===== src/hw/cmpes_pkg.sv =====
// constants and types shared by the compressor enable and status block
package cmpes_pkg;
    // clock rate
    localparam int unsigned CLK_HZ = 10_000_000;
    // timing figures in milliseconds and the derived cycle counts
    localparam int unsigned RETRY_MS       = 5000;
    localparam int unsigned RETRY_CYC      = RETRY_MS * (CLK_HZ / 1000);
    localparam int unsigned CTRL_TMO_MS    = 100;
    localparam int unsigned CTRL_TMO_CYC   = CTRL_TMO_MS * (CLK_HZ / 1000);
    localparam int unsigned CAN_TMO_MS     = 100;
    localparam int unsigned CAN_TMO_CYC    = CAN_TMO_MS * (CLK_HZ / 1000);
    localparam int unsigned SLOW_HALF_MS   = 500;
    localparam int unsigned SLOW_HALF_CYC  = SLOW_HALF_MS * (CLK_HZ / 1000);
    localparam int unsigned FAST_HALF_MS   = 50;
    localparam int unsigned FAST_HALF_CYC  = FAST_HALF_MS * (CLK_HZ / 1000);
    // device id
    localparam int unsigned ID_W           = 6;
    localparam logic [5:0]  ID_RST         = 6'h00;
    // number of solenoid channels
    localparam int unsigned SOL_N          = 8;
    // register map, byte addresses
    localparam logic [3:0]  REG_CTRL       = 4'h0;
    localparam logic [3:0]  REG_STATUS     = 4'h4;
    localparam logic [3:0]  REG_FAULT      = 4'h8;
    localparam logic [3:0]  REG_DEVID      = 4'hC;
    // control register fields
    localparam int unsigned CTRL_CLR_STICKY = 0;
    localparam int unsigned CTRL_NVM_LOAD   = 1;
    // status register fields
    localparam int unsigned ST_DRIVE       = 0;
    localparam int unsigned ST_ENABLED     = 1;
    localparam int unsigned ST_CAN_OK      = 2;
    localparam int unsigned ST_CLOSED_LOOP = 3;
    localparam int unsigned ST_FULL        = 4;
    localparam int unsigned ST_LOCKOUT     = 5;
    // fault register fields
    localparam int unsigned FL_SHORT_NOW    = 0;
    localparam int unsigned FL_SHORT_STICKY = 1;
    localparam int unsigned FL_SOL_NOW      = 8;
    localparam int unsigned FL_SOL_STICKY   = 16;
    // indicator colours
    typedef enum logic [1:0] {
        CMPES_OFF    = 2'h0,
        CMPES_GREEN  = 2'h1,
        CMPES_RED    = 2'h2,
        CMPES_ORANGE = 2'h3
    } cmpes_color_t;
    // indicator modes, one-hot
    typedef enum logic [5:0] {
        CMPES_M_NOCAN   = 6'h01,
        CMPES_M_COMPF   = 6'h02,
        CMPES_M_SOLF    = 6'h04,
        CMPES_M_STICKY  = 6'h08,
        CMPES_M_IDLE    = 6'h10,
        CMPES_M_RUN     = 6'h20
    } cmpes_mode_t;
endpackage : cmpes_pkg


===== src/hw/cmpes_timer.sv =====
// down counter that reports expiry of a reloadable interval
`timescale 1ns/1ns
`default_nettype none
module cmpes_timer #(
    parameter int unsigned CYCLES = 16
) (
    input  wire logic clock,
    input  wire logic rst_n,
    input  wire logic ce,
    input  wire logic reload,
    output var  logic expired
);
    localparam int unsigned W = $clog2(CYCLES + 1);
    localparam logic [W-1:0] LOAD = W'(CYCLES);
    logic [W-1:0] cnt_q;

    // counter starts expired so nothing waits after reset
    always_ff @(posedge clock or negedge rst_n) begin
        if (!rst_n) begin
            cnt_q <= '0;
        end else if (ce) begin
            if (reload) begin
                cnt_q <= LOAD;
            end else if (cnt_q != '0) begin
                cnt_q <= cnt_q - 1'b1;
            end
        end
    end

    always_comb begin
        expired = (cnt_q == '0);
    end
endmodule : cmpes_timer
`default_nettype wire


===== src/hw/cmpes_top.sv =====
// compressor enable, indicator and fault logic with an avalon-mm slave
//
// Contract
// - drive only if enabled, declared, can ok, id
// - act only on control with own id
// - red strobe when can unhealthy
// - slow green when healthy and disabled
// - slow orange when sticky fault and disabled
// - green strobe once enabled
// - pneumatics control enables closed loop
// - pressure full or absent keeps output off
// - device id defaults to zero
// - no id conflict check with others
// - compressor indicator equals compressor drive
// - closed loop disabled keeps output off
// - short fault: current and sticky flags
// - clear command clears sticky flags
// - sticky survives power, clears by command
// - retry after overcurrent every five seconds
// - red blinks solenoid index plus one, lowest
//
// Implementation choices: the register offsets and register access over Avalon-MM.
`timescale 1ns/1ns
`default_nettype none
module cmpes_top #(
    parameter int unsigned RETRY_CYC     = cmpes_pkg::RETRY_CYC,
    parameter int unsigned CTRL_TMO_CYC  = cmpes_pkg::CTRL_TMO_CYC,
    parameter int unsigned CAN_TMO_CYC   = cmpes_pkg::CAN_TMO_CYC,
    parameter int unsigned SLOW_HALF_CYC = cmpes_pkg::SLOW_HALF_CYC,
    parameter int unsigned FAST_HALF_CYC = cmpes_pkg::FAST_HALF_CYC
) (
    input  wire logic                       clock,
    input  wire logic                       rst_n,
    input  wire logic                       clk_en,
    // decoded control frame from the can receiver
    input  wire logic                       ctrl_valid,
    input  wire logic [cmpes_pkg::ID_W-1:0] ctrl_id,
    input  wire logic                       ctrl_robot_en,
    input  wire logic                       ctrl_pneu_used,
    input  wire logic                       ctrl_closed_loop,
    input  wire logic                       ctrl_clr_sticky,
    input  wire logic                       can_frame_ok,
    input  wire logic                       can_bus_err,
    // field inputs
    input  wire logic                       press_not_full,
    input  wire logic                       comp_short,
    input  wire logic [cmpes_pkg::SOL_N-1:0] sol_fault,
    // sticky flags held in non-volatile storage
    input  wire logic [cmpes_pkg::SOL_N:0]  nvm_sticky,
    output logic      [cmpes_pkg::SOL_N:0]  nvm_sticky_wr,
    // avalon-mm slave
    input  wire logic [3:0]                 avs_address,
    input  wire logic                       avs_read,
    input  wire logic                       avs_write,
    input  wire logic [31:0]                avs_writedata,
    output logic      [31:0]                avs_readdata,
    output logic                            avs_waitrequest,
    // outputs
    output logic                            comp_drive,
    output logic                            compressor_indicator,
    output cmpes_pkg::cmpes_color_t         status_indicator
);
    localparam int unsigned SN = cmpes_pkg::SOL_N;

    logic                       can_ok_q;
    logic                       robot_en_q;
    logic                       pneu_q;
    logic                       closed_loop_q;
    logic [cmpes_pkg::ID_W-1:0] dev_id_q;
    logic                       short_sticky_q;
    logic [SN-1:0]              sol_sticky_q;
    logic                       drive_d;
    logic                       ack_q;
    logic                       id_hit;
    logic                       sw_clr;
    logic                       nvm_load;
    logic                       can_exp;
    logic                       ctrl_exp;
    logic                       retry_exp;
    logic                       enabled;
    logic                       lockout;
    logic                       sticky_any;
    logic                       slow_tick;
    logic                       fast_tick;
    logic [3:0]                 sol_blinks;
    cmpes_pkg::cmpes_mode_t     mode;

    ////////////////////////////////////////////////////////////////////////////
    // link health and host control

    // ids of other device types are not compared
    always_comb begin
        id_hit = ctrl_valid && (ctrl_id == dev_id_q);
    end

    cmpes_timer #(.CYCLES(CAN_TMO_CYC)) u_can_tmr (
        .clock   (clock),
        .rst_n   (rst_n),
        .ce      (clk_en),
        .reload  (can_frame_ok),
        .expired (can_exp)
    );

    // health from traffic; a bus error wins so drive cannot flicker
    always_ff @(posedge clock or negedge rst_n) begin
        if (!rst_n) begin
            can_ok_q <= 1'b0;
        end else if (clk_en) begin
            can_ok_q <= !can_bus_err && (can_frame_ok || !can_exp);
        end
    end

    cmpes_timer #(.CYCLES(CTRL_TMO_CYC)) u_ctrl_tmr (
        .clock   (clock),
        .rst_n   (rst_n),
        .ce      (clk_en),
        .reload  (id_hit),
        .expired (ctrl_exp)
    );

    // control for any pneumatics function enables
    always_ff @(posedge clock or negedge rst_n) begin
        if (!rst_n) begin
            robot_en_q <= 1'b0;
            pneu_q     <= 1'b0;
        end else if (clk_en) begin
            if (id_hit) begin
                robot_en_q <= ctrl_robot_en;
                pneu_q     <= ctrl_pneu_used;
            end else if (ctrl_exp) begin
                robot_en_q <= 1'b0;
                pneu_q     <= 1'b0;
            end
        end
    end

    // host may turn closed loop off; default on
    always_ff @(posedge clock or negedge rst_n) begin
        if (!rst_n) begin
            closed_loop_q <= 1'b1;
        end else if (clk_en && id_hit) begin
            closed_loop_q <= ctrl_closed_loop;
        end
    end

    always_comb begin
        enabled = robot_en_q && pneu_q && can_ok_q;
    end

    ////////////////////////////////////////////////////////////////////////////
    // compressor drive

    // retry window restarts on each short while driving
    cmpes_timer #(.CYCLES(RETRY_CYC)) u_retry_tmr (
        .clock   (clock),
        .rst_n   (rst_n),
        .ce      (clk_en),
        .reload  (comp_short && comp_drive),
        .expired (retry_exp)
    );

    // no new attempt inside the window
    always_comb begin
        lockout = !retry_exp;
    end

    // closed loop off forces output off
    always_comb begin
        drive_d = enabled && closed_loop_q && press_not_full && !lockout && !comp_short;
    end

    always_ff @(posedge clock or negedge rst_n) begin
        if (!rst_n) begin
            comp_drive           <= 1'b0;
            compressor_indicator <= 1'b0;
        end else if (clk_en) begin
            comp_drive           <= drive_d;
            compressor_indicator <= drive_d;
        end
    end

    ////////////////////////////////////////////////////////////////////////////
    // faults

    always_comb begin
        sw_clr   = avs_write && ack_q && (avs_address == cmpes_pkg::REG_CTRL)
                   && avs_writedata[cmpes_pkg::CTRL_CLR_STICKY];
        nvm_load = avs_write && ack_q && (avs_address == cmpes_pkg::REG_CTRL)
                   && avs_writedata[cmpes_pkg::CTRL_NVM_LOAD];
    end

    // sticky short flag; set beats clear
    // reset clears it; restored from storage by an nvm load write
    always_ff @(posedge clock or negedge rst_n) begin
        if (!rst_n) begin
            short_sticky_q <= 1'b0;
            sol_sticky_q   <= '0;
        end else if (clk_en) begin
            if (nvm_load) begin
                short_sticky_q <= nvm_sticky[SN] | comp_short;
                sol_sticky_q   <= nvm_sticky[SN-1:0] | sol_fault;
            end else if ((id_hit && ctrl_clr_sticky) || sw_clr) begin
                short_sticky_q <= comp_short;
                sol_sticky_q   <= sol_fault;
            end else begin
                short_sticky_q <= short_sticky_q | comp_short;
                sol_sticky_q   <= sol_sticky_q | sol_fault;
            end
        end
    end

    // sticky image written back to storage
    always_ff @(posedge clock or negedge rst_n) begin
        if (!rst_n) begin
            nvm_sticky_wr <= '0;
        end else if (clk_en) begin
            nvm_sticky_wr <= {short_sticky_q, sol_sticky_q};
        end
    end

    always_comb begin
        sticky_any = short_sticky_q || (sol_sticky_q != '0);
    end

    // lowest faulted index, blinks are index plus one
    always_comb begin
        sol_blinks = 4'h0;
        for (int i = SN - 1; i >= 0; i--) begin
            if (sol_fault[i]) begin
                sol_blinks = 4'(i + 1);
            end
        end
    end

    ////////////////////////////////////////////////////////////////////////////
    // status indicator

    always_comb begin
        if (!can_ok_q) begin
            mode = cmpes_pkg::CMPES_M_NOCAN;
        end else if (lockout) begin
            mode = cmpes_pkg::CMPES_M_COMPF;
        end else if (sol_blinks != 4'h0) begin
            mode = cmpes_pkg::CMPES_M_SOLF;
        end else if (enabled) begin
            mode = cmpes_pkg::CMPES_M_RUN;
        end else if (sticky_any) begin
            mode = cmpes_pkg::CMPES_M_STICKY;
        end else begin
            mode = cmpes_pkg::CMPES_M_IDLE;
        end
    end

    logic       slow_ph_q;
    logic       fast_ph_q;
    logic [4:0] blink_q;
    logic       slow_exp;
    logic       fast_exp;

    cmpes_timer #(.CYCLES(SLOW_HALF_CYC)) u_slow_tmr (
        .clock   (clock),
        .rst_n   (rst_n),
        .ce      (clk_en),
        .reload  (slow_exp),
        .expired (slow_exp)
    );

    cmpes_timer #(.CYCLES(FAST_HALF_CYC)) u_fast_tmr (
        .clock   (clock),
        .rst_n   (rst_n),
        .ce      (clk_en),
        .reload  (fast_exp),
        .expired (fast_exp)
    );

    always_comb begin
        slow_tick = slow_exp;
        fast_tick = fast_exp;
    end

    // blink_q counts slow half periods; thirty-two halves make one frame
    always_ff @(posedge clock or negedge rst_n) begin
        if (!rst_n) begin
            slow_ph_q <= 1'b0;
            fast_ph_q <= 1'b0;
            blink_q   <= 5'h00;
        end else if (clk_en) begin
            if (slow_tick) begin
                slow_ph_q <= !slow_ph_q;
                blink_q   <= 5'(blink_q + 5'h01);
            end
            if (fast_tick) begin
                fast_ph_q <= !fast_ph_q;
            end
        end
    end

    // solenoid count: lit on even halves below twice the count, then a pause
    always_ff @(posedge clock or negedge rst_n) begin
        if (!rst_n) begin
            status_indicator <= cmpes_pkg::CMPES_OFF;
        end else if (clk_en) begin
            case (mode)
                cmpes_pkg::CMPES_M_NOCAN:
                    status_indicator <= fast_ph_q ? cmpes_pkg::CMPES_RED : cmpes_pkg::CMPES_OFF;
                cmpes_pkg::CMPES_M_COMPF:
                    status_indicator <= (blink_q[1:0] == 2'h0) ? cmpes_pkg::CMPES_RED
                                                               : cmpes_pkg::CMPES_OFF;
                cmpes_pkg::CMPES_M_SOLF:
                    status_indicator <= (!blink_q[0] && (blink_q[4:1] < sol_blinks))
                                        ? cmpes_pkg::CMPES_RED : cmpes_pkg::CMPES_OFF;
                cmpes_pkg::CMPES_M_STICKY:
                    status_indicator <= slow_ph_q ? cmpes_pkg::CMPES_ORANGE : cmpes_pkg::CMPES_OFF;
                cmpes_pkg::CMPES_M_IDLE:
                    status_indicator <= slow_ph_q ? cmpes_pkg::CMPES_GREEN : cmpes_pkg::CMPES_OFF;
                cmpes_pkg::CMPES_M_RUN:
                    status_indicator <= fast_ph_q ? cmpes_pkg::CMPES_GREEN : cmpes_pkg::CMPES_OFF;
                default:
                    status_indicator <= cmpes_pkg::CMPES_OFF;
            endcase
        end
    end

    ////////////////////////////////////////////////////////////////////////////
    // avalon-mm slave: one wait cycle, then ack

    always_ff @(posedge clock or negedge rst_n) begin
        if (!rst_n) begin
            ack_q           <= 1'b0;
            avs_waitrequest <= 1'b1;
        end else if (clk_en) begin
            ack_q           <= (avs_read || avs_write) && !ack_q;
            avs_waitrequest <= !((avs_read || avs_write) && !ack_q);
        end
    end

    // id resets to zero, software may change it
    always_ff @(posedge clock or negedge rst_n) begin
        if (!rst_n) begin
            dev_id_q <= cmpes_pkg::ID_RST;
        end else if (clk_en && avs_write && ack_q && avs_address == cmpes_pkg::REG_DEVID) begin
            dev_id_q <= avs_writedata[cmpes_pkg::ID_W-1:0];
        end
    end

    always_ff @(posedge clock or negedge rst_n) begin
        if (!rst_n) begin
            avs_readdata <= 32'h0000_0000;
        end else if (clk_en) begin
            avs_readdata <= 32'h0000_0000;
            if (avs_read && !ack_q) begin
                case (avs_address)
                    cmpes_pkg::REG_STATUS: begin
                        avs_readdata[cmpes_pkg::ST_DRIVE]       <= comp_drive;
                        avs_readdata[cmpes_pkg::ST_ENABLED]     <= enabled;
                        avs_readdata[cmpes_pkg::ST_CAN_OK]      <= can_ok_q;
                        avs_readdata[cmpes_pkg::ST_CLOSED_LOOP] <= closed_loop_q;
                        avs_readdata[cmpes_pkg::ST_FULL]        <= !press_not_full;
                        avs_readdata[cmpes_pkg::ST_LOCKOUT]     <= lockout;
                    end
                    cmpes_pkg::REG_FAULT: begin
                        avs_readdata[cmpes_pkg::FL_SHORT_NOW]    <= comp_short;
                        avs_readdata[cmpes_pkg::FL_SHORT_STICKY] <= short_sticky_q;
                        avs_readdata[cmpes_pkg::FL_SOL_NOW +: SN]    <= sol_fault;
                        avs_readdata[cmpes_pkg::FL_SOL_STICKY +: SN] <= sol_sticky_q;
                    end
                    cmpes_pkg::REG_DEVID:
                        avs_readdata[cmpes_pkg::ID_W-1:0] <= dev_id_q;
                    default:
                        avs_readdata <= 32'h0000_0000;
                endcase
            end
        end
    end
endmodule : cmpes_top
`default_nettype wire


===== config.mk =====
export PLATFORM = sky130hd
export DESIGN_NAME = cmpes_top
export DESIGN_NICKNAME = d
export VERILOG_FILES = /design/src/hw/cmpes_pkg.sv /design/src/hw/cmpes_timer.sv /design/src/hw/cmpes_top.sv
export SDC_FILE = /design/constraint.sdc
export NUM_CORES = 1
export LEC_CHECK = 0
export ABC_AREA = 0
export BUFFER_PORTS_ARGS = -buffer_cell sky130_fd_sc_hd__buf_2
export CELL_PAD_IN_SITES_DETAIL_PLACEMENT = 0
export CELL_PAD_IN_SITES_GLOBAL_PLACEMENT = 2
export CORE_MARGIN = 2
export CORE_UTILIZATION = 37
export CTS_CLUSTER_SIZE = 24
export DETAILED_ROUTE_END_ITERATION = 6
export GPL_TIMING_DRIVEN = 0
export HOLD_SLACK_MARGIN = 0.15
export PLACE_DENSITY_LB_ADDON = 0.1
export SYNTH_ARGS = -nofsm -noshare
export SYNTH_HDL_FRONTEND = slang
export SYNTH_SLANG_ARGS = --single-unit
export TNS_END_PERCENT = 1

===== constraint.sdc =====
create_clock -name clock -period 3.1 [get_ports clock]
set_input_delay 0 -clock clock [delete_from_list [all_inputs] [get_ports clock]]
set_output_delay 0 -clock clock [all_outputs]
set_load 0.005 [all_outputs]

==> summary.txt, run 1 <==
Clock tree
  • Clk Latency, worst-skew pair: 0.43 ns
  • CTS root buffer: clkbuf_16
  • CTS Buf Count: 17
  • CTS tree: yes
  • CTS H-tree depth: 4
  • Clk sinks: 170
  • Post-CTS Repair Setup Buffers: 0
  • Reg clk slew, reported paths: 0.07 ns
  • Clock tree buffer depth: 2

Critical path
  • Worst Setup End Kind: flip-flop
  • Worst Path Required: 3.39 ns
  • Critical-path cell list: nor4_1, nand2_1, nor4b_4, clkbuf_1, nor2_1
  • Setup CP Type: flip-flop to flip-flop
  • Critical Path AT: 3.15 ns
  • Reg2reg end: u_slow_tmr.cnt_q[10]
  • RR Startpoint: u_slow_tmr.cnt_q[8]
  • Slowest cell delay on critical path: 0.64 ns
  • Worst Setup Start Kind: flip-flop
  • Worst r2r path cells: 5
  • R2R Setup Slk: 0.24 ns
  • Largest fanout on the critical path: 10
  • Critical path's slowest cell: nor4b_4

Floorplan
  • # IOs: 119
  • Die Ht: 156 um
  • Chip width: 156 um
  • Num rows: 55
  • Die area: 24400 um2
  • Core ar.: 22700 um2
  • Starting Density: 0.378

Cells and area
  • Layout cell share with drive strength beyond 1: 0.163
  • Fillers: 2169
  • Final Non-Filler Cells: 1320
  • Storage element area: 4260 um2
  • Multi-input logic area: 4090 um2
  • Synth-to-Final Area Change: 22.3%
  • Antenna cells: 0
  • Nets@finish: 1105

STA
  • Measured slew at the worst slew-check pin: 1.01 ns
  • Fmax: 0.349 GHz
  • Final setup violation count: 0
  • Tcrit/Tclk final: 0.923
  • Max Slew Vio Count: 0
  • Final hold violations: 0
  • Min Tclk post-route: 2.86 ns
  • Worst clock skew: 0.0111 ns
  • Worst rel slew slack: 0.320
  • RSZ-0062 raised after global routing: no

GRT
  • Total congestion overflow: 0
  • Antenna violations before repair: 0
  • GRT Total Usage: 0.196
  • First-pass GRT wire length: 37600 um
  • Vias in the first global route: 6848
  • Pin count of the biggest net entering global routing: 106

Min path
  • HP Class: input pin to asynchronous set/reset pin

Power and ir drop
  • Power per standard cell area: 628 nW/um2
  • Peak supply drop: 0.292 mV
  • Overall power: 6.59 mW
  • Lkg Pwr: 4.41 nW

Synth
  • Syn avg cell area: 9.94 um2
  • Yosys reg bits: 170
  • Mapped cell area: 8580 um2
  • Ys Warns: 0
  • Netlist cell types: 62
  • Post-synth EDFFs: 0
  • Register area share after synthesis: 0.496
  • Async set-reset flop share out of synthesis: 1.00
  • Post-Synthesis Cells: 863
  • Ys flop type: dfrtp_1

Route
  • Detail Route Antenna Nets: 0
  • DRC: 0
  • DRT iter0 DRCs: 370
  • Vias: 6975
  • Drt pass-1 iters: 4
  • Vias/cell: 5.28
  • Drt wl/cell: 17.3 um
  • Total Routed Length: 22900 um

Placement
  • Port Buffers: 82
  • Gp weighted congestion: 0.756
  • Cells after DPL: 1240
  • DP Wirelength: 15900 um

Job
  • Max cap viols: 0

Outcome
  • Outcome: finished clean
cell type report:
cell class | instances | area share
clock buffer | 19 | 0.0422
multi-input combinational | 639 | 0.390
tap | 285 | 0.0340
sequential | 170 | 0.406
timing repair buffer | 131 | 0.0901
clock inverter | 13 | 0.0103
inverter | 25 | 0.00894
buffer | 38 | 0.0190
cells by family (layout without fill, tap and decap cells):
kind of cell / count (synthesis) / in the layout / share of synthesized area
compound gates: 164 / 164 / 0.131
mux: 25 / 25 / 0.0316
flops: 170 / 170 / 0.496
fa+ha+maj: 10 / 10 / 0.0146
xor+xnor: 68 / 68 / 0.0694
simple gates: 362 / 362 / 0.223
other cells: 1 / 10 / 0.000437
buf+inv: 63 / 226 / 0.0341
layer usage:
layer	global-route usage	wire, um	vias to the layer above
met5	0	0	-
met4	0.0481	263	0
met3	0.0388	647	16
met2	0.305	10400	101
met1	0.281	11600	3396
li1	-	-	3462
cells in the mapped netlist (all sizes together), types with 8 or more instances:
library cell / instances / area [um2]
mux2i: 8 / 80.1
nand4: 15 / 93.8
nor2: 79 / 297
inv: 25 / 93.8
nand2b: 10 / 62.6
nor4b: 9 / 85.1
nor4: 23 / 144
o21ai: 43 / 215
nand3: 31 / 155
or2: 8 / 50.1
mux2: 17 / 191
a22o: 18 / 158
ha: 10 / 125
or4: 20 / 158
xor2: 21 / 184
nor3: 40 / 200
o31ai: 8 / 65.1
o2bb2ai: 16 / 140
nand2: 69 / 259
a21oi: 31 / 155
or3: 30 / 189
buf: 15 / 113
clkbuf: 23 / 86.3
xnor2: 47 / 412
dfrtp: 168 / 4200
power breakdown:
part / switching [mW] / internal (mW)
Sequential: 0.495 / 2.68
Combinational: 0.722 / 0.661
Clock: 0.972 / 1.06
Total: 2.19 / 4.40
flip-flops by register name (all words and copies together) (netlist names), 2 cells and up:
| name | cells |
|---|---|
| nvm_sticky_wr | 9 |
| u_can_tmr.cnt_q | 20 |
| u_ctrl_tmr.cnt_q | 20 |
| dev_id_q | 6 |
| sol_sticky_q | 8 |
| u_retry_tmr.cnt_q | 26 |
| u_slow_tmr.cnt_q | 23 |
| blink_q | 5 |
| u_fast_tmr.cnt_q | 19 |
| status_indicator | 2 |
| avs_readdata | 22 |
worst max-delay path by stage:
stage | startpoint | to | depth (start not counted)
2_1_floorplan | u_retry_tmr.cnt_q[8] | u_retry_tmr.cnt_q[25] | 6
3_3_place_gp | rst_n | u_ctrl_tmr.cnt_q[10] | 1
3_5_place_dp | u_retry_tmr.cnt_q[0] | u_retry_tmr.cnt_q[2] | 7
4_1_cts | u_retry_tmr.cnt_q[0] | u_retry_tmr.cnt_q[2] | 7
5_1_grt | u_slow_tmr.cnt_q[8] | u_slow_tmr.cnt_q[10] | 5
6_report | u_slow_tmr.cnt_q[8] | u_slow_tmr.cnt_q[10] | 5
critical path, delay by kind of cell, from the launching register on:
kind                   cells  cell delay, ns
flip-flops                 1            0.41
AND/OR/NAND/NOR            4            1.77
buffers and inverters      1            0.54
metrics by stage:
| step | instance area [um2] | setup WS (ns) | util | setup TNS (ns) | hold slack [ns] |
|---|---|---|---|---|---|
| floorplan | 8610 | 0.659 | - | 0 | -0.296 |
| detailed placement | 9430 | 0.0634 | 0.415 | 0 | -0.00432 |
| global placement | 9380 | -0.932 | 0.413 | -152.73 | 0.196 |
| finish | 10500 | 0.238 | 0.462 | 0 | 0.160 |
| global route | 10500 | 0.0482 | 0.462 | 0 | 0.167 |
| CTS | 10500 | 0.0342 | 0.461 | 0 | 0.155 |
cells in the final DEF (no fill, tap or decap), types with 18 or more instances in the layout:
cell           synthesis  layout
clkbuf_1              23      24
a21oi_1               31      31
nand3_1               31      31
buf_2                  0      81
nand2_1               69      69
dlygate4sd3_1          0      47
nor4_1                23      23
nor2_1                79      78
a22o_1                18      18
inv_1                 25      25
xnor2_1               47      47
nor3_1                40      40
or4_1                 18      18
xor2_1                21      21
or3_1                 29      29
dfrtp_1              168     168
o21ai_0               42      42
repair_timing:
| action | CTS | global route |
|---|---|---|
| resized for setup | 0 | 4 |
| endpoints found under the hold margin | 206 | 0 |
| endpoints found under the setup margin | 0 | 20 |
| hold buffers | 48 | 0 |
Note: power is estimated with default switching activity, not from simulation.
==> run 2, diff against run 1 <==
--- a/config.mk
+++ b/config.mk
@@ -10,7 +10,7 @@
 export CELL_PAD_IN_SITES_DETAIL_PLACEMENT = 0
 export CELL_PAD_IN_SITES_GLOBAL_PLACEMENT = 2
 export CORE_MARGIN = 2
-export CORE_UTILIZATION = 37
+export CORE_UTILIZATION = 39
 export CTS_CLUSTER_SIZE = 24
 export DETAILED_ROUTE_END_ITERATION = 6
 export GPL_TIMING_DRIVEN = 0
==> constraint.sdc (replaced) <==
create_clock -name clock -period 3.37 [get_ports clock]
set_input_delay 0 -clock clock [delete_from_list [all_inputs] [get_ports clock]]
set_output_delay 0 -clock clock [all_outputs]
set_load 0.005 [all_outputs]
==> run 2 against run 1 <==
Against the previous run: final area increased by 0.62%; sequential power decreased by 7.9%; register-to-register slack improved by 0.17 ns; global-route usage increased by 0.51 points; critical path type unchanged; critical endpoint is now u_slow_tmr.cnt_q[12]; largest power group unchanged.
==> summary.txt, run 2 (same netlist as run 1, synthesis figures left out) <==
Placement
  • Pre-CTS WS: 0.324 ns (+0.261 ns)
  • DP Wirelength: 15800 um (-1.2%)
  • Port Buffers: 82 (unchanged)
  • Dpl cell area: 9420 um2 (about the same)
  • Cells after DPL: 1235 (-0.40%)
  • Gp weighted congestion: 0.790 (+4.5%)

Power and ir drop
  • Switching power: 1.99 mW (-9.2%)
  • Logic pwr share: 0.197 (-0.013)
  • Pint: 4.37 mW (-0.82%)
  • Peak supply drop: 0.281 mV (-3.6%)
  • Lkg Pwr: 4.45 nW (+0.87%)
  • Overall power: 6.35 mW (-3.6%)
  • Clock share of power: 0.344 (+0.035)
  • Sw frac: 0.313 (-0.0192)
  • Power per standard cell area: 602 nW/um2 (-4.2%)
  • Seq pwr share: 0.460 (-0.021)

STA
  • Max Slew Vio Count: 0 (unchanged)
  • Min Tclk post-route: 2.96 ns (+0.0985 ns)
  • RSZ-0062 raised after global routing: no
  • Measured slew at the worst slew-check pin: 1.03 ns (+0.0195 ns)
  • Fin worst setup slack: 0.410 ns (+0.172 ns)
  • Final hold violations: 0 (unchanged)
  • Worst clock skew: 0.00909 ns (-0.00205 ns)
  • Worst rel slew slack: 0.307 (-0.0131)
  • Fmax: 0.338 GHz (-3.3%)
  • Tcrit/Tclk final: 0.878 (-0.0447)
  • Final setup violation count: 0 (unchanged)

Floorplan
  • # IOs: 119 (unchanged)
  • Num rows: 54 (-1.8%)
  • Die area: 23200 um2 (-5.0%)
  • Core ar.: 21700 um2 (-4.5%)
  • Chip width: 152 um (-2.5%)
  • Die Ht: 152 um (-2.5%)
  • Starting Density: 0.396 (+0.0178)

Critical path
  • R2R Setup Slk: 0.41 ns (+0.17 ns)
  • Largest fanout on the critical path: 10 (unchanged)
  • RR Startpoint: u_slow_tmr.cnt_q[17]
  • Critical-path cell list: or3_1, nor3_1, nor4b_2, clkbuf_1, nor2_1
  • Worst Setup Start Kind: flip-flop
  • Worst path top cell family by delay: simple AND/OR/NAND/NOR gates
  • Buf+Inv Stages, Crit Path: 1 (unchanged)
  • Setup CP Type: flip-flop to flip-flop
  • Critical Path AT: 3.25 ns (+0.10 ns)
  • Worst r2r path cells: 5 (unchanged)
  • Reg2reg end: u_slow_tmr.cnt_q[12]
  • Critical path's slowest cell: nor4b_2
  • Worst Path Required: 3.66 ns (+0.27 ns)
  • Worst Setup End Kind: flip-flop
  • Slowest cell delay on critical path: 0.91 ns (+0.27 ns)

GRT
  • GR peak layer: met2
  • Vias in the first global route: 6872 (+0.35%)
  • Met3 Resource Use GR: 0.0384 (-0.000375)
  • Pin count of the biggest net entering global routing: 101 (-4.7%)
  • GRT Total Usage: 0.201 (+0.00506)
  • First-pass GRT wire length: 37600 um (-0.11%)
  • Met1 usage: 0.284 (+0.00301)
  • Total congestion overflow: 0 (unchanged)
  • GRT met2 Usage: 0.322 (+0.0161)
  • Antenna violations before repair: 0 (unchanged)

Cells and area
  • Final Non-Filler Cells: 1315 (-0.38%)
  • Most common cell after layout, fill and taps aside: dfrtp_1
  • Antenna cells: 0 (unchanged)
  • Most flop-heavy register: u_retry_tmr.cnt_q
  • Layout cell share with drive strength beyond 1: 0.161 (-0.00193)
  • Final core utilization: 0.487 (+0.0248)
  • Regs by FF count: u_retry_tmr.cnt_q x26, u_slow_tmr.cnt_q x23, avs_readdata x22
  • Largest register FFs: 26 (unchanged)
  • Design area: 10600 um2 (+0.62%)
  • Nets@finish: 1105 (unchanged)
  • Most frequent cells in the layout: dfrtp_1 (168), buf_2 (81), nor2_1 (78)
  • Synth-to-Final Area Change: 23.1%

Clock tree
  • Clock tree buffer depth: 2 (unchanged)
  • CTS root buffer: clkbuf_16
  • Reg clk slew, reported paths: 0.07 ns (about the same)
  • CTS tree: yes
  • CTS Buf Count: 17 (unchanged)
  • Post-CTS Repair Setup Buffers: 0 (unchanged)
  • Clk Latency, worst-skew pair: 0.43 ns (about the same)
  • CTS H-tree depth: 4 (unchanged)
  • Clk sinks: 170 (unchanged)

Route
  • Total Routed Length: 22600 um (-1.2%)
  • Vias/cell: 5.30 (+0.38%)
  • Vias: 6975 (unchanged)
  • Drt pass-1 iters: 5 (+1)
  • Drt wl/cell: 17.2 um (-0.87%)
  • Detail Route Antenna Nets: 0 (unchanged)
  • DRC: 0 (unchanged)
  • DRT iter0 DRCs: 372 (+0.54%)

Min path
  • HP Class: input pin to flip-flop
  • WHS Endpoint: sol_sticky_q[6]
  • Hold Path Depth: 4
  • Hold Startpoint: avs_address[3]

Outcome
  • Outcome: finished clean

Job
  • Max cap viols: 0 (unchanged)
run 2: cell count changes in the layout (fill, tap and decap cells not counted), sizes merged:
| cell | before | now |
|---|---|---|
| clkinvlp | 4 | 2 |
| dlygate4sd3 | 47 | 48 |
| buf | 99 | 98 |
| bufinv | 0 | 4 |
| clkinv | 4 | 2 |
run 2: through the flow:
stage	hold slack (ns)	setup TNS (ns)
floorplan	-0.296	0
global placement	0.195	-99.53
detailed placement	0.00273	0
CTS	0.160	0
global route	0.178	0
finish	0.174	0
run 2: cell type report:
class                           instances  area, um2
Multi-Input combinational cell        639       4070
Fill cell                            2053      11100
Clock buffer                           19        453
Sequential cell                       170       4260
Tap cell                              280        350
Inverter                               25       93.8
Clock inverter                         13        206
Buffer                                 38        199
Timing Repair Buffer                  131        928
run 2: worst max-delay path by stage:
stage	from	to	slack [ns]	cells after the start
detailed placement	u_slow_tmr.cnt_q[17]	u_slow_tmr.cnt_q[10]	0.32	5
global route	u_slow_tmr.cnt_q[17]	u_slow_tmr.cnt_q[12]	0.08	5
finish	u_slow_tmr.cnt_q[17]	u_slow_tmr.cnt_q[12]	0.41	5
floorplan	u_retry_tmr.cnt_q[8]	u_retry_tmr.cnt_q[25]	0.93	6
global placement	rst_n	u_ctrl_tmr.cnt_q[10]	-0.61	1
CTS	u_slow_tmr.cnt_q[17]	u_slow_tmr.cnt_q[12]	0.29	5
run 2: repair_timing:
action,in CTS,in global routing
hold endpoints to repair,208,0
resized for setup,0,1
hold buffers,48,0
setup endpoints to repair,0,1
run 2: worst register-to-register path: cells and delay by family (launching register included):
family	cells	cell delay, ns
and+or+nand+nor	4	1.94
buffers and inverters	1	0.47
DFF	1	0.42
run 2: power by group through the flow:
stage	Combinational [mW]	Sequential, mW	Clock (mW)
after CTS	1.27	2.92	2.24
final	1.25	2.92	2.18
after floorplan	0.924	2.83	0
after global placement	1.20	2.95	0
after detailed placement	1.21	2.95	0
after global routing	1.43	3.00	2.34
run 2: metal layers:
layer	vias up	part of all wire
met5	-	0
met4	0	0.012
met1	3393	0.49
met2	106	0.46
met3	21	0.033
li1	3455	-
==> run 3, diff against run 2 <==
--- a/config.mk
+++ b/config.mk
@@ -9,6 +9,7 @@
 export BUFFER_PORTS_ARGS = -buffer_cell sky130_fd_sc_hd__buf_2
 export CELL_PAD_IN_SITES_DETAIL_PLACEMENT = 0
 export CELL_PAD_IN_SITES_GLOBAL_PLACEMENT = 2
+export CORE_ASPECT_RATIO = 0.8
 export CORE_MARGIN = 2
 export CORE_UTILIZATION = 39
 export CTS_CLUSTER_SIZE = 24
==> run 3 against run 2 <==
Against the previous run: die area hardly changed; power shrank 3.7%; sequential cell count is the same; sequential power about the same; largest cell class unchanged.
==> summary.txt, run 3 (same netlist as run 1, synthesis figures left out) <==
Outcome
  • Outcome: finished clean

Clock tree
  • Hold_buf cts: 49 (+2.1%)
  • Clock tree buffer depth: 2 (unchanged)
  • Clk sinks: 170 (unchanged)
  • CTS tree: yes
  • CTS resizes: 0 (unchanged)
  • CTS H-tree depth: 4 (unchanged)
  • Reg clk slew, reported paths: 0.07 ns (about the same)
  • CTS Buf Count: 17 (unchanged)
  • CTS root buffer: clkbuf_16
  • Post-CTS Repair Setup Buffers: 0 (unchanged)
  • Clk Latency, worst-skew pair: 0.43 ns (about the same)

STA
  • Min Tclk post-route: 3.05 ns (+0.0900 ns)
  • Final hold violations: 0 (unchanged)
  • Fmax: 0.328 GHz (-2.9%)
  • Tcrit/Tclk final: 0.905 (+0.0267)
  • Worst clock skew: 0.0115 ns (+0.00240 ns)
  • Worst rel slew slack: 0.309 (+0.00218)
  • Max Slew Vio Count: 0 (unchanged)
  • Measured slew at the worst slew-check pin: 1.03 ns (+0.00184 ns)
  • Fin worst setup slack: 0.320 ns (-0.0900 ns)
  • RSZ-0062 raised after global routing: no
  • Setup_tns: 0 ns (unchanged)
  • Post-route worst hold slack: 0.142 ns (-0.0329 ns)
  • Final setup violation count: 0 (unchanged)

Floorplan
  • # IOs: 119 (unchanged)
  • Chip width: 170 um (+11%)
  • Starting Density: 0.398 (+0.00234)
  • Die area: 23200 um2 (about the same)
  • Die Ht: 137 um (-10%)
  • Num rows: 48 (-11%)
  • Core ar.: 21600 um2 (-0.59%)

Critical path
  • Worst Path Required: 3.68 ns (+0.02 ns)
  • Critical Path AT: 3.36 ns (+0.11 ns)
  • Worst Setup End Kind: flip-flop
  • R2R Setup Slk: 0.32 ns (-0.09 ns)
  • Reg2reg end: u_retry_tmr.cnt_q[2]
  • RR Startpoint: u_retry_tmr.cnt_q[0]
  • Worst r2r path cells: 7 (+2)
  • Largest fanout on the critical path: 9 (-1)
  • Worst Setup Start Kind: flip-flop
  • Setup CP Type: flip-flop to flip-flop

Cells and area
  • Final core utilization: 0.485 (-0.00153)
  • Most frequent cells in the layout: dfrtp_1 (168), buf_2 (81), nor2_1 (79)
  • Regs by FF count: u_retry_tmr.cnt_q x26, u_slow_tmr.cnt_q x23, avs_readdata x22
  • Nets@finish: 1106 (+0.090%)
  • Final Non-Filler Cells: 1311 (-0.30%)
  • Most common cell after layout, fill and taps aside: dfrtp_1
  • Synth-to-Final Area Change: 22.0%
  • Storage element area: 4260 um2 (unchanged)
  • Antenna cells: 0 (unchanged)
  • Fillers: 2017 (-1.8%)
  • Layout cell share with drive strength beyond 1: 0.158 (-0.00305)
  • Largest register FFs: 26 (unchanged)
  • Design area: 10500 um2 (-0.90%)
  • Most flop-heavy register: u_retry_tmr.cnt_q
  • Multi-input logic area: 4070 um2 (about the same)

Route
  • DRT iter0 DRCs: 475 (+28%)
  • Detail Route Antenna Nets: 0 (unchanged)
  • Drt pass-1 iters: 6 (+1)
  • Drt wl/cell: 18.1 um (+5.2%)
  • Vias: 7193 (+3.1%)
  • DRC: 0 (unchanged)
  • Total Routed Length: 23700 um (+4.9%)
  • Vias/cell: 5.49 (+3.4%)

GRT
  • Antenna violations before repair: 0 (unchanged)
  • Total congestion overflow: 0 (unchanged)
  • GRT Total Usage: 0.214 (+0.0127)
  • First-pass GRT wire length: 38300 um (+2.1%)
  • Pin count of the biggest net entering global routing: 87 (-14%)
  • Vias in the first global route: 7097 (+3.3%)

Power and ir drop
  • Power per standard cell area: 585 nW/um2 (-2.8%)
  • Lkg Pwr: 4.40 nW (-1.2%)
  • Peak supply drop: 0.319 mV (+14%)
  • Overall power: 6.12 mW (-3.7%)

Placement
  • Dpl cell area: 9410 um2 (about the same)
  • DP Wirelength: 16800 um (+6.9%)
  • Port Buffers: 82 (unchanged)
  • Pre-CTS WS: 0.293 ns (-0.0309 ns)
  • Cells after DPL: 1230 (-0.40%)
  • Gp weighted congestion: 0.825 (+4.4%)

Job
  • Max cap viols: 0 (unchanged)

Min path
  • HP Class: input pin to asynchronous set/reset pin
## run 3: cell count changes in the layout (fill, tap and decap cells not counted), sizes merged
cell / previous run / this run
clkinv: 2 / 3
inv: 30 / 28
bufinv: 4 / 1
clkinvlp: 2 / 5
clkbuf: 42 / 43
dlygate4sd3: 48 / 49
## run 3: layout make-up
cell class / count / share of cell area
Clock inverter: 12 / 0.0111
Timing Repair Buffer: 132 / 0.0897
Inverter: 25 / 0.00897
Sequential cell: 170 / 0.407
Tap cell: 275 / 0.0329
Buffer: 38 / 0.0190
Multi-Input combinational cell: 639 / 0.389
Clock buffer: 20 / 0.0427
## run 3: worst max path at each step
stage | startpoint | slack [ns] | endpoint
finish | u_retry_tmr.cnt_q[0] | 0.32 | u_retry_tmr.cnt_q[2]
global route | u_slow_tmr.cnt_q[8] | 0.005 | u_slow_tmr.cnt_q[21]
CTS | u_slow_tmr.cnt_q[17] | 0.28 | u_slow_tmr.cnt_q[7]
detailed placement | u_slow_tmr.cnt_q[17] | 0.29 | u_slow_tmr.cnt_q[7]
global placement | rst_n | -0.40 | u_can_tmr.cnt_q[0]
floorplan | u_retry_tmr.cnt_q[8] | 0.93 | u_retry_tmr.cnt_q[25]
## run 3: critical path, stage by stage, from the launching register on
cell and delay (ns):
dfrtp_1 0.41, inv_1 0.07, ha_1 0.23, nor4b_1 0.53, nand4_1 0.49, nor2_1 0.77
nor4b_1 0.13, a211o_1 0.29
## run 3: routing by layer
metal	track usage	vias up	routed length, um
met1	0.311	3589	12000
li1	-	3454	-
met2	0.337	135	10700
met5	0	-	0
met3	0.0321	15	776
met4	0.0527	0	233
## run 3: power breakdown
group | internal [mW] | switching [mW] | total, mW
Clock | 1.05 | 0.864 | 1.91
Sequential | 2.46 | 0.466 | 2.93
Combinational | 0.601 | 0.682 | 1.28
Total | 4.11 | 2.01 | 6.12
